--- src/core/odpx_pkg.sv ---
// Constants, types and serial state encoding for the open-drain port expander
//==========================================================================
package odpx_pkg;
  //==========================================================================
  // Address map
  localparam logic [2:0] ADDR_FIXED = 3'h6;
  typedef enum logic [1:0] {
    CON_GND = 2'h0,
    CON_VP = 2'h1,
    CON_SCL = 2'h2,
    CON_SDA = 2'h3
  } odpx_con_e;
  localparam logic [1:0] HI_SCL = 2'h0;
  localparam logic [1:0] HI_SDA = 2'h1;
  localparam logic [1:0] HI_GND = 2'h2;
  localparam logic [1:0] HI_VP = 2'h3;
  localparam logic [1:0] LO_GND = 2'h0;
  localparam logic [1:0] LO_VP = 2'h1;
  localparam logic [1:0] LO_SCL = 2'h2;
  localparam logic [1:0] LO_SDA = 2'h3;
  //==========================================================================
  // Counts and reset values
  localparam int PORT_FILT = 4;
  localparam int BUS_FILT = 1;
  localparam logic [3:0] INIT_WAIT = 4'hC;
  localparam logic [4:0] WR_QUIET = 5'h14;
  localparam logic [3:0] BIT_LAST_RX = 4'h8;
  localparam logic [3:0] BIT_LAST_TX = 4'h7;
  localparam logic [7:0] OUT_RST = 8'hFF;
  localparam logic [7:0] PU_RST = 8'h00;
  //==========================================================================
  // Serial states, Gray coded along the usual path
  typedef enum logic [2:0] {
    ST_IDLE = 3'h0,
    ST_ADDR = 3'h1,
    ST_ADDR_ACK = 3'h3,
    ST_WR_BYTE = 3'h2,
    ST_WR_ACK = 3'h6,
    ST_RD_BYTE = 3'h7,
    ST_RD_ACK = 3'h5
  } odpx_state_e;
endpackage

--- src/core/odpx_sync_filt.sv ---
// Three-stage pin synchroniser with stable-count filter
`timescale 1ns/1ns
module odpx_sync_filt #(
  parameter int FILT = 1
) (
  input wire logic clk_sys,
  input wire logic rst,
  input wire logic din,
  output logic dout
);
  logic s1_ff, s2_ff, s3_ff, out_ff;
  logic [7:0] cnt_ff, nxt_cnt;
  logic nxt_out;

  //==========================================================================
  // Filter
  always_comb begin
    nxt_cnt = 8'h00;
    nxt_out = out_ff;
    if (s2_ff == s3_ff && s2_ff != out_ff) begin
      if (cnt_ff >= 8'(FILT - 1)) begin
        nxt_out = s2_ff;
      end else begin
        nxt_cnt = cnt_ff + 8'h01;
      end
    end
  end

  always_ff @(posedge clk_sys) begin
    if (rst) begin
      s1_ff <= 1'b1;
      s2_ff <= 1'b1;
      s3_ff <= 1'b1;
      out_ff <= 1'b1;
      cnt_ff <= 8'h00;
    end else begin
      s1_ff <= din;
      s2_ff <= s1_ff;
      s3_ff <= s2_ff;
      out_ff <= nxt_out;
      cnt_ff <= nxt_cnt;
    end
  end

  assign dout = out_ff;
endmodule

--- src/core/odpx_expander.sv ---
// Serial slave, address decode and transition detection of the port expander
`timescale 1ns/1ns
module odpx_expander #(
  parameter int PORT_FILT = odpx_pkg::PORT_FILT,
  parameter int BUS_FILT = odpx_pkg::BUS_FILT
) (
  input wire logic clk_sys,
  input wire logic rst,
  input wire logic scl_i,
  input wire logic sda_i,
  output logic sda_o,
  output logic sda_oe,
  input wire logic bus_abort_n_i,
  input wire logic low_group_addr_pin_i,
  input wire logic high_group_addr_pin_i,
  input wire logic [7:0] io_pins_i,
  output logic [7:0] io_pins_o,
  output logic [7:0] io_pins_oe,
  output logic [7:0] pullup_en,
  output logic alert_n,
  output logic [6:0] slave_addr
);
  //==========================================================================
  // Pin synchronisers
  logic [12:0] raw, syn;
  assign raw = {io_pins_i, high_group_addr_pin_i, low_group_addr_pin_i,
                bus_abort_n_i, sda_i, scl_i};
  for (genvar g = 0; g < 13; g++) begin : g_sync
    odpx_sync_filt #(.FILT(g >= 5 ? PORT_FILT : BUS_FILT)) u_sf (
      .clk_sys(clk_sys),
      .rst(rst),
      .din(raw[g]),
      .dout(syn[g])
    );
  end
  logic scl_s, sda_s, abort_n_s;
  logic [1:0] apin_s;
  logic [7:0] io_s;
  assign scl_s = syn[0];
  assign sda_s = syn[1];
  assign abort_n_s = syn[2];
  assign apin_s = syn[4:3];
  assign io_s = syn[12:5];

  //==========================================================================
  // Bus events
  logic scl_d_ff, sda_d_ff, drv_lo_ff;
  logic scl_rise, scl_fall, bus_start, bus_stop;
  assign scl_rise = scl_s & ~scl_d_ff;
  assign scl_fall = ~scl_s & scl_d_ff;
  assign bus_start = scl_s & scl_d_ff & sda_d_ff & ~sda_s;
  assign bus_stop = scl_s & scl_d_ff & ~sda_d_ff & sda_s;

  //==========================================================================
  // Address pin decode
  function automatic odpx_pkg::odpx_con_e con_of(input logic tog, input logic eqc,
                                                 input logic eqd, input logic lvl);
    if (tog && eqc) return odpx_pkg::CON_SCL;
    if (tog && eqd) return odpx_pkg::CON_SDA;
    return lvl ? odpx_pkg::CON_VP : odpx_pkg::CON_GND;
  endfunction

  function automatic logic [1:0] hi_bits(input odpx_pkg::odpx_con_e c);
    case (c)
      odpx_pkg::CON_SCL: return odpx_pkg::HI_SCL;
      odpx_pkg::CON_SDA: return odpx_pkg::HI_SDA;
      odpx_pkg::CON_GND: return odpx_pkg::HI_GND;
      default: return odpx_pkg::HI_VP;
    endcase
  endfunction

  function automatic logic [1:0] lo_bits(input odpx_pkg::odpx_con_e c);
    case (c)
      odpx_pkg::CON_GND: return odpx_pkg::LO_GND;
      odpx_pkg::CON_VP: return odpx_pkg::LO_VP;
      odpx_pkg::CON_SCL: return odpx_pkg::LO_SCL;
      default: return odpx_pkg::LO_SDA;
    endcase
  endfunction

  logic [1:0] eqc_ff, eqd_ff, tog_ff, lvl0_ff, nxt_eqc, nxt_eqd, nxt_tog, nxt_lvl0;
  odpx_pkg::odpx_con_e cur_hi, cur_lo;
  logic [6:0] cur_addr;
  assign cur_lo = con_of(tog_ff[0], eqc_ff[0], eqd_ff[0], apin_s[0]);
  assign cur_hi = con_of(tog_ff[1], eqc_ff[1], eqd_ff[1], apin_s[1]);
  assign cur_addr = {odpx_pkg::ADDR_FIXED, hi_bits(cur_hi), lo_bits(cur_lo)};

  //==========================================================================
  // Serial state machine and port configuration
  odpx_pkg::odpx_state_e state_ff, nxt_state;
  logic [3:0] cnt_ff, nxt_cnt, init_ff, nxt_init;
  logic [7:0] sh_ff, nxt_sh, out_ff, nxt_out, pu_ff, nxt_pu;
  logic [6:0] addr_ff, nxt_addr;
  logic rw_ff, nxt_rw, mack_ff, nxt_mack, rdsel_ff, nxt_rdsel, full_ff, nxt_full;
  logic sda_oe_ff, nxt_sda_oe, snap_ev, wr_ev;
  logic [7:0] oe_ff, nxt_oe;
  logic [7:0] snap_ff, flags_ff, rdflags_ff, nxt_snap, nxt_flags, nxt_rdflags, diff;

  always_comb begin
    nxt_state = state_ff;
    nxt_cnt = cnt_ff;
    nxt_sh = sh_ff;
    nxt_rw = rw_ff;
    nxt_mack = mack_ff;
    nxt_rdsel = rdsel_ff;
    nxt_sda_oe = sda_oe_ff;
    nxt_out = out_ff;
    nxt_pu = pu_ff;
    nxt_addr = addr_ff;
    nxt_full = full_ff;
    nxt_init = init_ff;
    nxt_eqc = eqc_ff & ~(apin_s ^ {2{scl_s}});
    nxt_eqd = eqd_ff & ~(apin_s ^ {2{sda_s}});
    nxt_tog = tog_ff | (apin_s ^ lvl0_ff);
    nxt_lvl0 = lvl0_ff;
    snap_ev = 1'b0;
    wr_ev = 1'b0;
    if (!full_ff) begin
      nxt_addr = cur_addr;
      nxt_pu = {{4{apin_s[1]}}, {4{apin_s[0]}}};
    end
    if (init_ff != odpx_pkg::INIT_WAIT) begin
      nxt_init = init_ff + 4'h1;
      if (init_ff == odpx_pkg::INIT_WAIT - 4'h1) begin
        nxt_out = {{4{apin_s[1]}}, {4{apin_s[0]}}};
      end
    end
    if (!abort_n_s) begin
      nxt_state = odpx_pkg::ST_IDLE;
      nxt_sda_oe = 1'b0;
    end else if (bus_start) begin
      nxt_state = odpx_pkg::ST_ADDR;
      nxt_cnt = 4'h0;
      nxt_sda_oe = 1'b0;
      nxt_eqc = 2'b11;
      nxt_eqd = 2'b11;
      nxt_tog = 2'b00;
      nxt_lvl0 = apin_s;
    end else if (bus_stop) begin
      nxt_state = odpx_pkg::ST_IDLE;
      nxt_sda_oe = 1'b0;
    end else begin
      case (state_ff)
        odpx_pkg::ST_ADDR: begin
          if (scl_rise) begin
            nxt_sh = {sh_ff[6:0], sda_s};
            nxt_cnt = cnt_ff + 4'h1;
          end else if (scl_fall && cnt_ff == odpx_pkg::BIT_LAST_RX) begin
            nxt_full = 1'b1;
            nxt_addr = cur_addr;
            nxt_pu = {{4{cur_hi != odpx_pkg::CON_GND}}, {4{cur_lo != odpx_pkg::CON_GND}}};
            if (sh_ff[7:1] == cur_addr) begin
              nxt_state = odpx_pkg::ST_ADDR_ACK;
              nxt_sda_oe = 1'b1;
              nxt_rw = sh_ff[0];
              nxt_rdsel = 1'b1;
              nxt_sh = io_s;
              snap_ev = 1'b1;
            end else begin
              nxt_state = odpx_pkg::ST_IDLE;
            end
          end
        end
        odpx_pkg::ST_ADDR_ACK: begin
          if (scl_fall) begin
            nxt_cnt = 4'h0;
            nxt_state = rw_ff ? odpx_pkg::ST_RD_BYTE : odpx_pkg::ST_WR_BYTE;
            nxt_sda_oe = rw_ff & ~sh_ff[7];
          end
        end
        odpx_pkg::ST_RD_BYTE: begin
          if (scl_fall) begin
            if (cnt_ff == odpx_pkg::BIT_LAST_TX) begin
              nxt_state = odpx_pkg::ST_RD_ACK;
              nxt_sda_oe = 1'b0;
            end else begin
              nxt_sh = {sh_ff[6:0], 1'b0};
              nxt_cnt = cnt_ff + 4'h1;
              nxt_sda_oe = ~sh_ff[6];
            end
          end
        end
        odpx_pkg::ST_RD_ACK: begin
          if (scl_rise) begin
            nxt_mack = ~sda_s;
          end else if (scl_fall) begin
            nxt_cnt = 4'h0;
            if (!mack_ff) begin
              nxt_state = odpx_pkg::ST_IDLE;
            end else if (rdsel_ff) begin
              nxt_state = odpx_pkg::ST_RD_BYTE;
              nxt_sh = rdflags_ff;
              nxt_sda_oe = ~rdflags_ff[7];
              nxt_rdsel = 1'b0;
            end else begin
              nxt_state = odpx_pkg::ST_RD_BYTE;
              nxt_sh = io_s;
              nxt_sda_oe = ~io_s[7];
              nxt_rdsel = 1'b1;
              snap_ev = 1'b1;
            end
          end
        end
        odpx_pkg::ST_WR_BYTE: begin
          if (scl_rise) begin
            nxt_sh = {sh_ff[6:0], sda_s};
            nxt_cnt = cnt_ff + 4'h1;
          end else if (scl_fall && cnt_ff == odpx_pkg::BIT_LAST_RX) begin
            nxt_state = odpx_pkg::ST_WR_ACK;
            nxt_sda_oe = 1'b1;
            nxt_out = sh_ff;
            wr_ev = 1'b1;
          end
        end
        odpx_pkg::ST_WR_ACK: begin
          if (scl_fall) begin
            nxt_state = odpx_pkg::ST_WR_BYTE;
            nxt_cnt = 4'h0;
            nxt_sda_oe = 1'b0;
          end
        end
        default: nxt_state = odpx_pkg::ST_IDLE;
      endcase
    end
    nxt_oe = ~nxt_out;
  end

  always_ff @(posedge clk_sys) begin
    if (rst) begin
      state_ff <= odpx_pkg::ST_IDLE;
      cnt_ff <= 4'h0;
      sh_ff <= 8'h00;
      rw_ff <= 1'b0;
      mack_ff <= 1'b0;
      rdsel_ff <= 1'b0;
      sda_oe_ff <= 1'b0;
      out_ff <= odpx_pkg::OUT_RST;
      oe_ff <= ~odpx_pkg::OUT_RST;
      pu_ff <= odpx_pkg::PU_RST;
      addr_ff <= 7'h00;
      full_ff <= 1'b0;
      init_ff <= 4'h0;
      eqc_ff <= 2'b00;
      eqd_ff <= 2'b00;
      tog_ff <= 2'b00;
      lvl0_ff <= 2'b00;
      scl_d_ff <= 1'b1;
      sda_d_ff <= 1'b1;
      drv_lo_ff <= 1'b0;
    end else begin
      state_ff <= nxt_state;
      cnt_ff <= nxt_cnt;
      sh_ff <= nxt_sh;
      rw_ff <= nxt_rw;
      mack_ff <= nxt_mack;
      rdsel_ff <= nxt_rdsel;
      sda_oe_ff <= nxt_sda_oe;
      out_ff <= nxt_out;
      oe_ff <= nxt_oe;
      pu_ff <= nxt_pu;
      addr_ff <= nxt_addr;
      full_ff <= nxt_full;
      init_ff <= nxt_init;
      eqc_ff <= nxt_eqc;
      eqd_ff <= nxt_eqd;
      tog_ff <= nxt_tog;
      lvl0_ff <= nxt_lvl0;
      scl_d_ff <= scl_s;
      sda_d_ff <= sda_s;
      drv_lo_ff <= 1'b0;
    end
  end

  //==========================================================================
  // Transition detection
  logic [4:0] quiet_ff, nxt_quiet;
  logic alert_n_ff, nxt_alert_n, rd_active;
  assign rd_active = state_ff == odpx_pkg::ST_RD_BYTE || state_ff == odpx_pkg::ST_RD_ACK ||
                     (state_ff == odpx_pkg::ST_ADDR_ACK && rw_ff);
  assign diff = (quiet_ff == 5'h00) ? (io_s ^ snap_ff) : 8'h00;

  always_comb begin
    nxt_snap = snap_ff;
    nxt_flags = flags_ff | diff;
    nxt_rdflags = rdflags_ff;
    nxt_quiet = (quiet_ff != 5'h00) ? quiet_ff - 5'h01 : 5'h00;
    nxt_alert_n = alert_n_ff;
    if (wr_ev || init_ff != odpx_pkg::INIT_WAIT) begin
      nxt_quiet = odpx_pkg::WR_QUIET;
    end
    if (quiet_ff != 5'h00) begin
      nxt_snap = io_s;
    end
    if (snap_ev) begin
      nxt_snap = io_s;
      nxt_rdflags = flags_ff | diff;
      nxt_flags = 8'h00;
      nxt_alert_n = 1'b1;
    end else if (diff != 8'h00 && !rd_active) begin
      nxt_alert_n = 1'b0;
    end
  end

  always_ff @(posedge clk_sys) begin
    if (rst) begin
      snap_ff <= 8'hFF;
      flags_ff <= 8'h00;
      rdflags_ff <= 8'h00;
      quiet_ff <= odpx_pkg::WR_QUIET;
      alert_n_ff <= 1'b1;
    end else begin
      snap_ff <= nxt_snap;
      flags_ff <= nxt_flags;
      rdflags_ff <= nxt_rdflags;
      quiet_ff <= nxt_quiet;
      alert_n_ff <= nxt_alert_n;
    end
  end

  //==========================================================================
  // Outputs
  assign sda_o = drv_lo_ff;
  assign sda_oe = sda_oe_ff;
  assign io_pins_o = {8{drv_lo_ff}};
  assign io_pins_oe = oe_ff;
  assign pullup_en = pu_ff;
  assign alert_n = alert_n_ff;
  assign slave_addr = addr_ff;
endmodule

--- config.mk ---
export PLATFORM = sky130hd
export DESIGN_NAME = odpx_expander
export DESIGN_NICKNAME = d
export VERILOG_FILES = /design/src/core/odpx_pkg.sv /design/src/core/odpx_sync_filt.sv /design/src/core/odpx_expander.sv
export SDC_FILE = /design/constraint.sdc
export NUM_CORES = 1
export LEC_CHECK = 0
export BUFFER_PORTS_ARGS = -buffer_cell sky130_fd_sc_hd__buf_2
export CAP_MARGIN = 30
export CORE_AREA = 2 2 123 125
export CTS_BUF_LIST = sky130_fd_sc_hd__clkbuf_8
export CTS_CLUSTER_DIAMETER = 120
export DETAILED_ROUTE_END_ITERATION = 10
export DIE_AREA = 0 0 125 127
export GPL_TIMING_DRIVEN = 1
export PLACE_DENSITY = 0.84
export SETUP_SLACK_MARGIN = 0.3
export SYNTH_ARGS = -nofsm -noshare
export SYNTH_HDL_FRONTEND = slang
export SYNTH_SLANG_ARGS = --single-unit
--- constraint.sdc ---
create_clock -name clk_sys -period 2 [get_ports clk_sys]
set_clock_uncertainty 0.15 [all_clocks]
set_input_delay 0.1 -clock clk_sys [delete_from_list [all_inputs] [get_ports clk_sys]]
set_output_delay 0.1 -clock clk_sys [all_outputs]
set_load 0.02 [all_outputs]
# After elaboration in Yosys (flattened, before gate mapping)
# Index checks and enable logic that the tools add are counted.
dict set report op_classes {
  n_addsub 16
  reduce_logical 79
  n_mux 120
  n_eq_ne 72
  bitwise 45
  order_cmp 13
}
# cell n
set ops {}
lappend ops {{2-to-1 mux 8 bit} 28}
lappend ops {{adder 8 x 1 -> 8 bit (second input constant)} 13}
lappend ops {{>= comparator 8 x 2 -> 1 bit (second input constant)} 8}
lappend ops {{2-to-1 mux 7 bit} 7}
lappend ops {{!= test 4 bit (second input constant)} 11}
lappend ops {{2-to-1 mux 1 bit} 42}
lappend ops {{OR reduction 3 bit} 14}
lappend ops {{>= comparator 8 x 1 -> 1 bit (second input constant)} 5}
lappend ops {{2-to-1 mux 3 bit} 12}
lappend ops {{case mux 8 bit (4 select lines)} 1}
lappend ops {{2-to-1 mux 2 bit} 15}
lappend ops {{!= test 2 bit (second input constant)} 15}
lappend ops {{AND reduction 10 bit} 3}
lappend ops {{2-to-1 mux 4 bit} 7}
lappend ops {{AND reduction 2 bit} 14}
lappend ops {{NOT 1 bit} 26}
lappend ops {{AND reduction 12 bit} 2}
lappend ops {{logical AND 1 bit} 20}
lappend ops {{case mux 3 bit (6 select lines)} 1}
lappend ops {{case mux 4 bit (4 select lines)} 1}
lappend ops {{!= test 3 bit (second input constant)} 5}
lappend ops {{AND reduction 7 bit} 2}
lappend ops {{== test 1 bit} 13}
lappend ops {{!= test 1 bit} 13}
lappend ops {{other kinds (36)} 67}
dict set report word_totals {
  regBits 251
  input_bits 15
  elab_cells 436
}

# Logic depth before layout (Yosys ltp)
# Gate-level depths: netlist of the first run.
dict set report logic_depth {
  depth_word 16
  ltp_mapped 9
}

# By module
# From an unflattened synthesis of the first run, not the netlist that was laid out.
dict set report hier_totals {
  cells_unflattened 807
  area_unflattened_um2 8109.0
}
# mod cells_each area_each_um2 seq_area_each_um2 n_inst
set by_module_without_submodules {}
lappend by_module_without_submodules {odpx_expander 517 4460.5 1901.8 1}
lappend by_module_without_submodules {{odpx_sync_filt at g_sync[10].u_sf ...} 30 384.1 240.2 8}
lappend by_module_without_submodules {{odpx_sync_filt at g_sync[0].u_sf ...} 10 115.1 80.1 5}

# Worst setup path after synthesis of the first run
# Ideal clock, no wire load.
dict set report synth_path {
  kind {register to register}
  startpoint {reg g_sync[1].u_sf.out_ff}
  endpoint {reg rdflags_ff[5]}
  period_less_slack_ns 1.958
  path_slack_ns 0.042
  path_stages_with_launch 9
  setup_time_ns 0.134
  t_arrival_ns 1.674
  required_time_ns 1.716
  cell_sequence {dfxtp_1 -> buf_6 -> xnor2_2 -> o2111ai_2 -> nor4_1 -> buf_4 -> a21o_4 -> buf_6 -> a211oi_1}
}
dict set report synth_between {
  elab_chain_len 4
  elab_cells_between_ends 6
  classes_between {3 x mux; 3 x bitwise}
}
# item line
set synth_rtl {}
lappend synth_rtl {{start: declaration} odpx_sync_filt.sv:11} ;# logic s1_ff, s2_ff, s3_ff, out_ff;
lappend synth_rtl {{start signal: assignment} odpx_sync_filt.sv:40} ;# out_ff <= nxt_out;
lappend synth_rtl {{bitwise AND 1 bit / NOT 1 bit (equally long branches)} {odpx_expander.sv:52, odpx_expander.sv:51}}
lappend synth_rtl {{2-to-1 mux 1 bit / bitwise AND 1 bit (equally long branches)} {odpx_expander.sv:139, odpx_expander.sv:51}}
lappend synth_rtl {{2-to-1 mux 1 bit (*)} odpx_expander.sv:131} ;# end else if (bus_start) begin
lappend synth_rtl {{2-to-1 mux 1 bit (*)} odpx_expander.sv:128} ;# if (!abort_n_s) begin
lappend synth_rtl {{end signal: assignment} odpx_expander.sv:314} ;# rdflags_ff <= nxt_rdflags;
lappend synth_rtl {{end: declaration} odpx_expander.sv:97} ;# logic [7:0] snap_ff, flags_ff, rdflags_ff, nxt_snap, nxt_flags, nxt_rdflags, diff;
# Every way passes the cells marked *; elsewhere a longest branch is shown, timed or not.
# A chain may end at the register's enable or synchronous reset.

# Worst setup path in the final report of the first run
dict set report layout_path {
  startpoint {reg eqc_ff[1]}
  endpoint {reg snap_ff[1]}
}
dict set report layout_between {
  elab_chain_len 14
  elab_cells_between_ends 17
  classes_between {3 x eq/ne; 11 x mux; 3 x reduce/logical}
}
# item line
set layout_rtl {}
lappend layout_rtl {{start: declaration} odpx_expander.sv:81} ;# logic [1:0] eqc_ff, eqd_ff, tog_ff, lvl0_ff, nxt_eqc, nxt_eqd, nxt_tog, nxt_lvl0;
lappend layout_rtl {{start signal: assignment} odpx_expander.sv:264} ;# eqc_ff <= nxt_eqc;
lappend layout_rtl {{logical AND 1 bit (*)} odpx_expander.sv:58} ;# if (tog && eqc) return odpx_pkg::CON_SCL;
lappend layout_rtl {{2-to-1 mux 1 bit (*)} odpx_expander.sv:58}
lappend layout_rtl {{2-to-1 mux 2 bit (*)} odpx_expander.sv:59} ;# if (tog && eqd) return odpx_pkg::CON_SDA;
lappend layout_rtl {{== test 2 bit / zero test 2 bit (equally long branches)} odpx_expander.sv:64} ;# case (c)
lappend layout_rtl {{case mux 2 bit (3 select lines) (*)} odpx_expander.sv:64}
lappend layout_rtl {{== test 7 bit (*)} odpx_expander.sv:152} ;# if (sh_ff[7:1] == cur_addr) begin
lappend layout_rtl {{2-to-1 mux 1 bit (*)} odpx_expander.sv:152}
lappend layout_rtl {{2-to-1 mux 1 bit (*)} odpx_expander.sv:148} ;# end else if (scl_fall && cnt_ff == odpx_pkg::BIT_LAST_RX) begin
lappend layout_rtl {{2-to-1 mux 1 bit (*)} odpx_expander.sv:145} ;# if (scl_rise) begin
lappend layout_rtl {{case mux 1 bit (2 select lines) (*)} odpx_expander.sv:143} ;# case (state_ff)
lappend layout_rtl {{2-to-1 mux 1 bit (*)} odpx_expander.sv:139} ;# end else if (bus_stop) begin
lappend layout_rtl {{2-to-1 mux 1 bit (*)} odpx_expander.sv:131}
lappend layout_rtl {{2-to-1 mux 1 bit (*)} odpx_expander.sv:128}
lappend layout_rtl {{2-to-1 mux 8 bit / nonzero test 2 bit (equally long branches)} n/a}
lappend layout_rtl {{end signal: assignment} odpx_expander.sv:312} ;# snap_ff <= nxt_snap;
lappend layout_rtl {{end: declaration} odpx_expander.sv:97}
# Marks and branches as above.

==> results of run 1 <==
[final cells by class]
cell class | count | area, µm² | share of cell area, %
Sequential cell | 211 | 4250 | 41.0
Multi-Input combinational cell | 590 | 4120 | 39.8
Timing Repair Buffer | 140 | 1090 | 10.5
Clock buffer | 36 | 495 | 4.78
Tap cell | 184 | 230 | 2.22
Inverter | 25 | 93.8 | 0.905
Clock inverter | 13 | 85.1 | 0.821
[worst min path at each step]
stage | startpoint | endpoint | cells after the start
after floorplan | scl_i | g_sync[0].u_sf.s1_ff | 1
after global placement | io_pins_i[3] | g_sync[8].u_sf.s1_ff | 2
after detailed placement | io_pins_i[0] | g_sync[5].u_sf.s1_ff | 2
after CTS | io_pins_i[0] | g_sync[5].u_sf.s1_ff | 3
after global routing | io_pins_i[6] | g_sync[11].u_sf.s1_ff | 3
final | io_pins_i[6] | g_sync[11].u_sf.s1_ff | 3
[cell families after synthesis]
| family | after synthesis | share of synthesized area [%] |
|---|---|---|
| and+or+nand+nor | 279 | 18.8 |
| DFF | 211 | 52.5 |
| AOI/OAI and AO/OA | 196 | 16.3 |
| buffers and inverters | 79 | 5.13 |
| xor gates and xnor gates | 22 | 2.49 |
| muxes | 21 | 2.63 |
| adders and majority gates | 14 | 2.14 |
| other | 1 | 0.0466 |
[timing repair]
item                                    in CTS  in global routing
resized for setup                           43                 84
endpoints found under the hold margin       51                  0
cloned                                       1                  1
pin swaps                                   27                 36
endpoints found under the setup margin      82                 86
setup buffers                               11                  8
hold buffers                                18                  0
[worst register-to-register path, stage by stage (launching register included)]
cell and delay [ns]:
sky130_fd_sc_hd__dfxtp_2 0.34, sky130_fd_sc_hd__and3b_1 0.23, sky130_fd_sc_hd__o211ai_1 0.09, sky130_fd_sc_hd__buf_4 0.16, sky130_fd_sc_hd__a211oi_4 0.41, sky130_fd_sc_hd__a2111o_1 0.26
sky130_fd_sc_hd__buf_12 0.15, sky130_fd_sc_hd__mux2i_1 0.21
[layer usage]
layer	up-vias	part of all wire (%)
met5	-	0
met4	0	3.6
met3	58	6.2
met2	246	51
met1	3128	40
li1	3184	-
[sequential cells by signal, summed over array words and instances, names as in the netlist, 2 cells and up]
register / cells
rdflags_ff: 8
g_sync.u_sf.s2_ff: 13
out_ff: 8
sh_ff: 8
init_ff: 4
eqd_ff: 2
cnt_ff: 4
g_sync.u_sf.s1_ff: 13
quiet_ff: 5
g_sync.u_sf.cnt_ff: 64
pullup_en: 8
g_sync.u_sf.dout: 13
state_ff: 3
tog_ff: 2
io_pins_oe: 8
slave_addr: 7
lvl0_ff: 2
snap_ff: 8
eqc_ff: 2
flags_ff: 8
g_sync.u_sf.s3_ff: 13
[metrics by stage]
stage	cells	util, %
floorplan	879	-
global placement	1111	62.1
detailed placement	1111	62.1
CTS	1190	69.0
global route	1199	71.9
finish	1199	71.9
[power by group through the flow]
stage / clock [µW] / sequential, µW / combinational (µW)
after floorplan: 0 / 4460 / 153
after detailed placement: 0 / 4460 / 227
after global placement: 0 / 4450 / 221
after CTS: 3350 / 4360 / 258
after global routing: 3550 / 4370 / 297
final: 3300 / 4360 / 270
[cells in the final DEF, fill, tap and decap left out, drive strengths merged, types with 5 or more instances in the layout]
master and instances:
nor2 62, nand3 15, a211oi 38, nand3b 11
ha 13, dfxtp 211, a222oi 8, xor2 11
mux2i 20, nor4 14, o21ai 27, inv 35
conb 57, a21o 8, nand2b 14, or2 48
a21oi 81, nand2 53, xnor2 11, buf 122
and3 10, clkbuf 36, nor2b 5, nor3 26
dlygate4sd3 18, a2111oi 7
==> impl_table.tex, run 1 <==
\begin{tabular}{lr}
\hline
Metric & Value \\
\hline
\multicolumn{2}{l}{\textbf{Power}} \\
\quad Max IR drop VDD & 676 µV \\
\quad Int Pwr & 6170 µW \\
\quad Power, Total & 7940 µW \\
\quad Static leakage & 0.00414 µW \\
\quad Comb power frac & 3.4\% \\
\quad Net switching power figure & 1770 µW \\
\quad Share of power burned in registers & 55.0\% \\
\quad Part of the total power dissipated in the clock network & 41.6\% \\
\quad Total power density per cell area & 766 nW/µm² \\
\quad Switching power as a share of total power & 22.2\% \\
\multicolumn{2}{l}{\textbf{Synthesis}} \\
\quad Top cell type by total area after synthesis & sky130\_fd\_sc\_hd\_\_dfxtp\_1 \\
\quad Distinct cells, synth & 76 \\
\quad Sequential-to-total area share from yosys stat & 52.5\% \\
\quad Count of state elements after synthesis & 211 \\
\quad Average footprint of a synthesized cell & 9.78 µm² \\
\quad Leading post-synthesis cells by cell area & sky130\_fd\_sc\_hd\_\_dfxtp\_1, sky130\_fd\_sc\_hd\_\_a21oi\_1, sky130\_fd\_sc\_hd\_\_or2\_2 \\
\quad Area fraction of the dominant cell type after synthesis & 52.5\% \\
\quad Most repeated cell in the gate-level netlist after synthesis & sky130\_fd\_sc\_hd\_\_dfxtp\_1 \\
\quad Number of instances in the synthesized netlist & 823 \\
\quad Most frequent cells after synthesis & sky130\_fd\_sc\_hd\_\_dfxtp\_1, sky130\_fd\_sc\_hd\_\_a21oi\_1, sky130\_fd\_sc\_hd\_\_nor2\_1 \\
\quad Main synth FF type & sky130\_fd\_sc\_hd\_\_dfxtp\_1 \\
\quad Cell area after synthesis & 8050 µm² \\
\quad Number of synthesized flops with an enable pin & 0 \\
\quad Share of synthesized flip-flops with an asynchronous set or reset & 0\% \\
\quad Yosys warnings & 0 \\
\multicolumn{2}{l}{\textbf{Routing}} \\
\quad Wire length per cell after detailed routing & 16.0 µm \\
\quad Total number of vias & 6616 \\
\quad TritonRoute pass-1 iters & 7 \\
\quad Initial DRC count & 563 \\
\quad Number of routed nets with antenna violations & 0 \\
\quad Vias per Instance & 5.52 \\
\quad Routed wire length & 19200 µm \\
\quad Number of remaining DRC errors & 0 \\
\multicolumn{2}{l}{\textbf{Placement}} \\
\quad Final RePlAce weighted congestion & 0.936 \\
\quad DP HPWL & 11500 µm \\
\quad Post-place setup slack & -0.0340 ns \\
\quad Number of buffers added on ports & 39 \\
\quad Instance area after placement & 8960 µm² \\
\multicolumn{2}{l}{\textbf{Setup path}} \\
\quad Capturing element of the worst setup path & snap\_ff[1] \\
\quad Launch point of the worst path & eqc\_ff[1] \\
\quad Crit. End Element & flop \\
\quad Critical R2R Launch & eqc\_ff[1] \\
\quad CP bufs+invs & 2 \\
\quad Required time of the worst setup path & 2.34 ns \\
\quad Startpoint types & flop \\
\quad Worst-path maximum fanout & 8 \\
\quad Critical path depth in cells & 7 \\
\quad List of cells traversed by the critical path & and3b\_1 > o211ai\_1 > buf\_4 > a211oi\_4 > a2111o\_1 > buf\_12 > mux2i\_1 \\
\quad Dominant delay contributor by cell family on the critical path & compound AO/OA/AOI/OAI gates \\
\quad Setup slack, reg-to-reg & -0.07 ns \\
\quad Stage delay of the slowest cell on the critical path & 0.41 ns \\
\quad Classification of the worst setup path & reg -> reg \\
\quad Signal arrival time at the worst endpoint & 2.41 ns \\
\quad Depth of the worst register-to-register path & 7 \\
\quad Cell type of the slowest stage on the worst timing path & sky130\_fd\_sc\_hd\_\_a211oi\_4 \\
\quad End of the worst register-to-register path & snap\_ff[1] \\
\multicolumn{2}{l}{\textbf{Run}} \\
\quad Number of violations of the max-capacitance limit & 0 \\
\multicolumn{2}{l}{\textbf{Min path}} \\
\quad HP Class & in -> reg \\
\multicolumn{2}{l}{\textbf{Global route}} \\
\quad First-pass GRT wire length & 29400 µm \\
\quad GR Layer Usage met2 & 39.5\% \\
\quad Met1 global-route usage & 25.8\% \\
\quad Antenna violations before repair & 0 \\
\quad Number of global-route vias before repair & 6333 \\
\quad Tot GR Track Use & 22.0\% \\
\quad Largest net degree at the start of global routing & 68 \\
\quad Total gr overflow & 0 \\
\quad Met3 track utilization from global routing & 4.19\% \\
\quad Most used routing layer & met2 \\
\multicolumn{2}{l}{\textbf{Clock network}} \\
\quad Buffer cell driving the clock tree root & sky130\_fd\_sc\_hd\_\_clkbuf\_8 \\
\quad Worst-skew pair later-pin latency & 0.57 ns \\
\quad Reg clk slew, reported paths & 0.06 ns \\
\quad Sinks on Clock Net & 211 \\
\quad CTS Buffer Depth & 3 \\
\quad TritonCTS clock tree & built \\
\quad Number of H-tree levels & 1 \\
\quad Number of CTS-inserted buffers & 31 \\
\multicolumn{2}{l}{\textbf{Die}} \\
\quad Number of placed I/O pins & 49 \\
\quad Starting Density & 55.8\% \\
\quad Height of the chip & 127 µm \\
\quad Floorplan row count & 44 \\
\quad Horizontal extent of the die & 125 µm \\
\quad Full die area & 15900 µm² \\
\quad Placeable Area & 14400 µm² \\
\multicolumn{2}{l}{\textbf{Cells and area}} \\
\quad Area overhead of the layout relative to synthesis & 28.7\% \\
\quad Final net count & 1027 \\
\quad Number of diodes & 0 \\
\quad Layout cells sized above 1 & 32.4\% \\
\quad Area of all placed cells without fillers & 10400 µm² \\
\quad Filler cell count in the final layout & 978 \\
\multicolumn{2}{l}{\textbf{Timing}} \\
\quad Period Utilization, post-route & 103\% \\
\quad Max Slew Vio Count & 0 \\
\quad Worst Slack Setup Final & -0.0697 ns \\
\quad Maximum frequency from static timing analysis & 483 MHz \\
\quad Post-route minimum period & 2.07 ns \\
\quad Final total negative setup slack & -0.640 ns \\
\quad Setup repair after global routing missed its margin & true \\
\quad Setup-violating endpoint count in the final report & 18 \\
\quad Worst slack on hold paths & 0.100 ns \\
\quad Final Hold Violating Endpoints & 0 \\
\multicolumn{2}{l}{\textbf{Run status}} \\
\quad Status & complete, but fails checks \\
\quad Failing checks & negative setup slack \\
\hline
\end{tabular}
(Power assumes the default switching activity.)
==> run 2, diff against run 1 <==
--- a/config.mk
+++ b/config.mk
@@ -5,7 +5,7 @@
 export SDC_FILE = /design/constraint.sdc
 export NUM_CORES = 1
 export LEC_CHECK = 0
-export BUFFER_PORTS_ARGS = -buffer_cell sky130_fd_sc_hd__buf_2
+export BUFFER_PORTS_ARGS = -buffer_cell sky130_fd_sc_hd__clkbuf_2
 export CAP_MARGIN = 30
 export CORE_AREA = 2 2 123 125
 export CTS_BUF_LIST = sky130_fd_sc_hd__clkbuf_8
==> run 2 against run 1 <==
The flow still finishes with violations (negative setup slack). Clock power grew 7.0%. Sequential share of layout area decreased by 0.82 points. First-iteration DRC count is 10% higher. Largest power group unchanged. Core utilization up 1.7 points.
==> impl_table.tex, run 2 (synthesized netlist as in run 1, its figures left out) <==
\begin{tabular}{lr}
\hline
Metric & Value \\
\hline
\multicolumn{2}{l}{\textbf{Timing}} \\
\quad Final Hold Violating Endpoints & 0 \\
\quad Worst Slack Setup Final & -0.112 ns \\
\quad Actual slew at the worst max-slew pin & 0.594 ns \\
\quad Max Slew Vio Count & 0 \\
\quad Maximum frequency from static timing analysis & 473 MHz \\
\quad Worst slack on hold paths & 0.150 ns \\
\quad Setup repair after global routing missed its margin & true \\
\quad Setup-violating endpoint count in the final report & 16 \\
\quad Final total negative setup slack & -0.823 ns \\
\quad Period Utilization, post-route & 106\% \\
\quad Post-route minimum period & 2.11 ns \\
\quad Worst-case headroom to the max-slew limit & 60.4\% \\
\multicolumn{2}{l}{\textbf{Power}} \\
\quad Static leakage & 0.00430 µW \\
\quad Net switching power figure & 1850 µW \\
\quad Switching power as a share of total power & 22.8\% \\
\quad Max IR drop VDD & 671 µV \\
\quad Comb power frac & 3.2\% \\
\quad Share of power burned in registers & 53.5\% \\
\quad Part of the total power dissipated in the clock network & 43.3\% \\
\quad Total power density per cell area & 768 nW/µm² \\
\quad Int Pwr & 6290 µW \\
\multicolumn{2}{l}{\textbf{Setup path}} \\
\quad Worst-path maximum fanout & 8 \\
\quad Startpoint types & flop \\
\quad Crit. End Element & flop \\
\quad Required time of the worst setup path & 2.23 ns \\
\quad Classification of the worst setup path & reg -> reg \\
\quad Depth of the worst register-to-register path & 9 \\
\quad Setup slack, reg-to-reg & -0.11 ns \\
\quad Signal arrival time at the worst endpoint & 2.34 ns \\
\multicolumn{2}{l}{\textbf{Routing}} \\
\quad Total number of vias & 6741 \\
\quad TritonRoute pass-1 iters & 5 \\
\quad Vias per Instance & 5.54 \\
\quad Wire length per cell after detailed routing & 16.3 µm \\
\quad Routed wire length & 19900 µm \\
\quad Number of routed nets with antenna violations & 0 \\
\quad Initial DRC count & 621 \\
\quad Number of remaining DRC errors & 0 \\
\multicolumn{2}{l}{\textbf{Cells and area}} \\
\quad Largest register by flop count & g\_sync.u\_sf.cnt\_ff \\
\quad Largest register FFs & 64 \\
\quad Final core utilization & 73.6\% \\
\quad Filler cell count in the final layout & 963 \\
\quad Commonest non-fill, non-tap cells in the layout & sky130\_fd\_sc\_hd\_\_dfxtp\_1, sky130\_fd\_sc\_hd\_\_a21oi\_1, sky130\_fd\_sc\_hd\_\_buf\_4 \\
\quad Layout cells sized above 1 & 34.8\% \\
\quad Final net count & 1036 \\
\quad Number of diodes & 0 \\
\quad Leading cell type in the layout, fill and taps excluded & sky130\_fd\_sc\_hd\_\_dfxtp\_1 \\
\quad Area overhead of the layout relative to synthesis & 31.8\% \\
\quad Area of all placed cells without fillers & 10600 µm² \\
\multicolumn{2}{l}{\textbf{Global route}} \\
\quad Largest net degree at the start of global routing & 44 \\
\quad Number of global-route vias before repair & 6384 \\
\quad Antenna violations before repair & 0 \\
\quad Tot GR Track Use & 22.5\% \\
\quad First-pass GRT wire length & 29800 µm \\
\quad Total gr overflow & 0 \\
\multicolumn{2}{l}{\textbf{Placement}} \\
\quad Post-place setup slack & -0.101 ns \\
\quad Number of buffers added on ports & 39 \\
\quad DP HPWL & 11400 µm \\
\quad Final RePlAce weighted congestion & 0.916 \\
\quad Instance area after placement & 8980 µm² \\
\multicolumn{2}{l}{\textbf{Clock network}} \\
\quad Reg clk slew, reported paths & 0.06 ns \\
\quad CTS Buffer Depth & 3 \\
\quad Worst-skew pair later-pin latency & 0.52 ns \\
\quad Number of CTS-inserted buffers & 35 \\
\quad TritonCTS clock tree & built \\
\quad Number of H-tree levels & 2 \\
\quad Sinks on Clock Net & 211 \\
\quad Buffer cell driving the clock tree root & sky130\_fd\_sc\_hd\_\_clkbuf\_8 \\
\multicolumn{2}{l}{\textbf{Die}} \\
\quad Number of placed I/O pins & 49 \\
\quad Starting Density & 55.8\% \\
\quad Horizontal extent of the die & 125 µm \\
\quad Floorplan row count & 44 \\
\quad Placeable Area & 14400 µm² \\
\quad Full die area & 15900 µm² \\
\quad Height of the chip & 127 µm \\
\multicolumn{2}{l}{\textbf{Min path}} \\
\quad Cell depth of the worst hold path & 3 \\
\quad HP Class & in -> reg \\
\multicolumn{2}{l}{\textbf{Run}} \\
\quad Number of violations of the max-capacitance limit & 0 \\
\multicolumn{2}{l}{\textbf{Run status}} \\
\quad Status & complete, but fails checks \\
\quad Failing checks & negative setup slack \\
\hline
\end{tabular}
-- run 2: final timing paths --
path,end,from
min reg2reg,g_sync[2].u_sf.s2_ff,g_sync[2].u_sf.s1_ff
max,snap_ff[3],cnt_ff[0]
min,g_sync[10].u_sf.s1_ff,io_pins_i[5]
max reg2reg,snap_ff[3],cnt_ff[0]
-- run 2: through the flow --
step / instances / power [µW]
after global routing: 1217 / 8450
after global placement: 1111 / 4670
after floorplan: 879 / 4610
after detailed placement: 1111 / 4680
after CTS: 1202 / 8220
final: 1217 / 8150
-- run 2: worst max-delay path: stages (launching register included) --
cell                       delay, ns
sky130_fd_sc_hd__dfxtp_4        0.36
sky130_fd_sc_hd__inv_2          0.05
sky130_fd_sc_hd__ha_4           0.15
sky130_fd_sc_hd__and3b_2        0.22
sky130_fd_sc_hd__nand2_4        0.09
sky130_fd_sc_hd__nor3_2         0.04
sky130_fd_sc_hd__buf_4          0.15
sky130_fd_sc_hd__a2111o_1       0.45
sky130_fd_sc_hd__buf_12         0.16
sky130_fd_sc_hd__mux2i_2        0.15
-- run 2: metal layers --
metal / up-vias / GRT usage [%] / routed length (µm)
met1: 3201 / 26.4 / 7810
met3: 83 / 5.07 / 1170
li1: 3214 / - / -
met2: 243 / 39.9 / 9890
met4: 0 / 9.48 / 1000
met5: - / 0 / 0
-- run 2: layout make-up --
type | instances | area, µm² | share of cell area [%]
clock buffer | 41 | 564 | 5.32
clock inverter | 21 | 100 | 0.943
inverter | 25 | 93.8 | 0.884
multi-input combinational | 590 | 4180 | 39.4
sequential | 211 | 4260 | 40.2
tap | 184 | 230 | 2.17
timing repair buffer | 145 | 1180 | 11.1
-- run 2: repair_timing --
item	in CTS	in global routing
hold endpoints to repair	39	0
hold buffers	14	0
setup endpoints to repair	84	86
gates resized for setup	79	77
pin swaps	42	26
setup buffers	13	14
cloned	2	1
-- run 2: power groups by stage --
stage / logic (µW) / clock network [µW] / registers (µW)
finish: 264 / 3530 / 4360
global route: 291 / 3800 / 4370
CTS: 253 / 3610 / 4360
detailed placement: 224 / 0 / 4460
global placement: 221 / 0 / 4450
floorplan: 153 / 0 / 4460
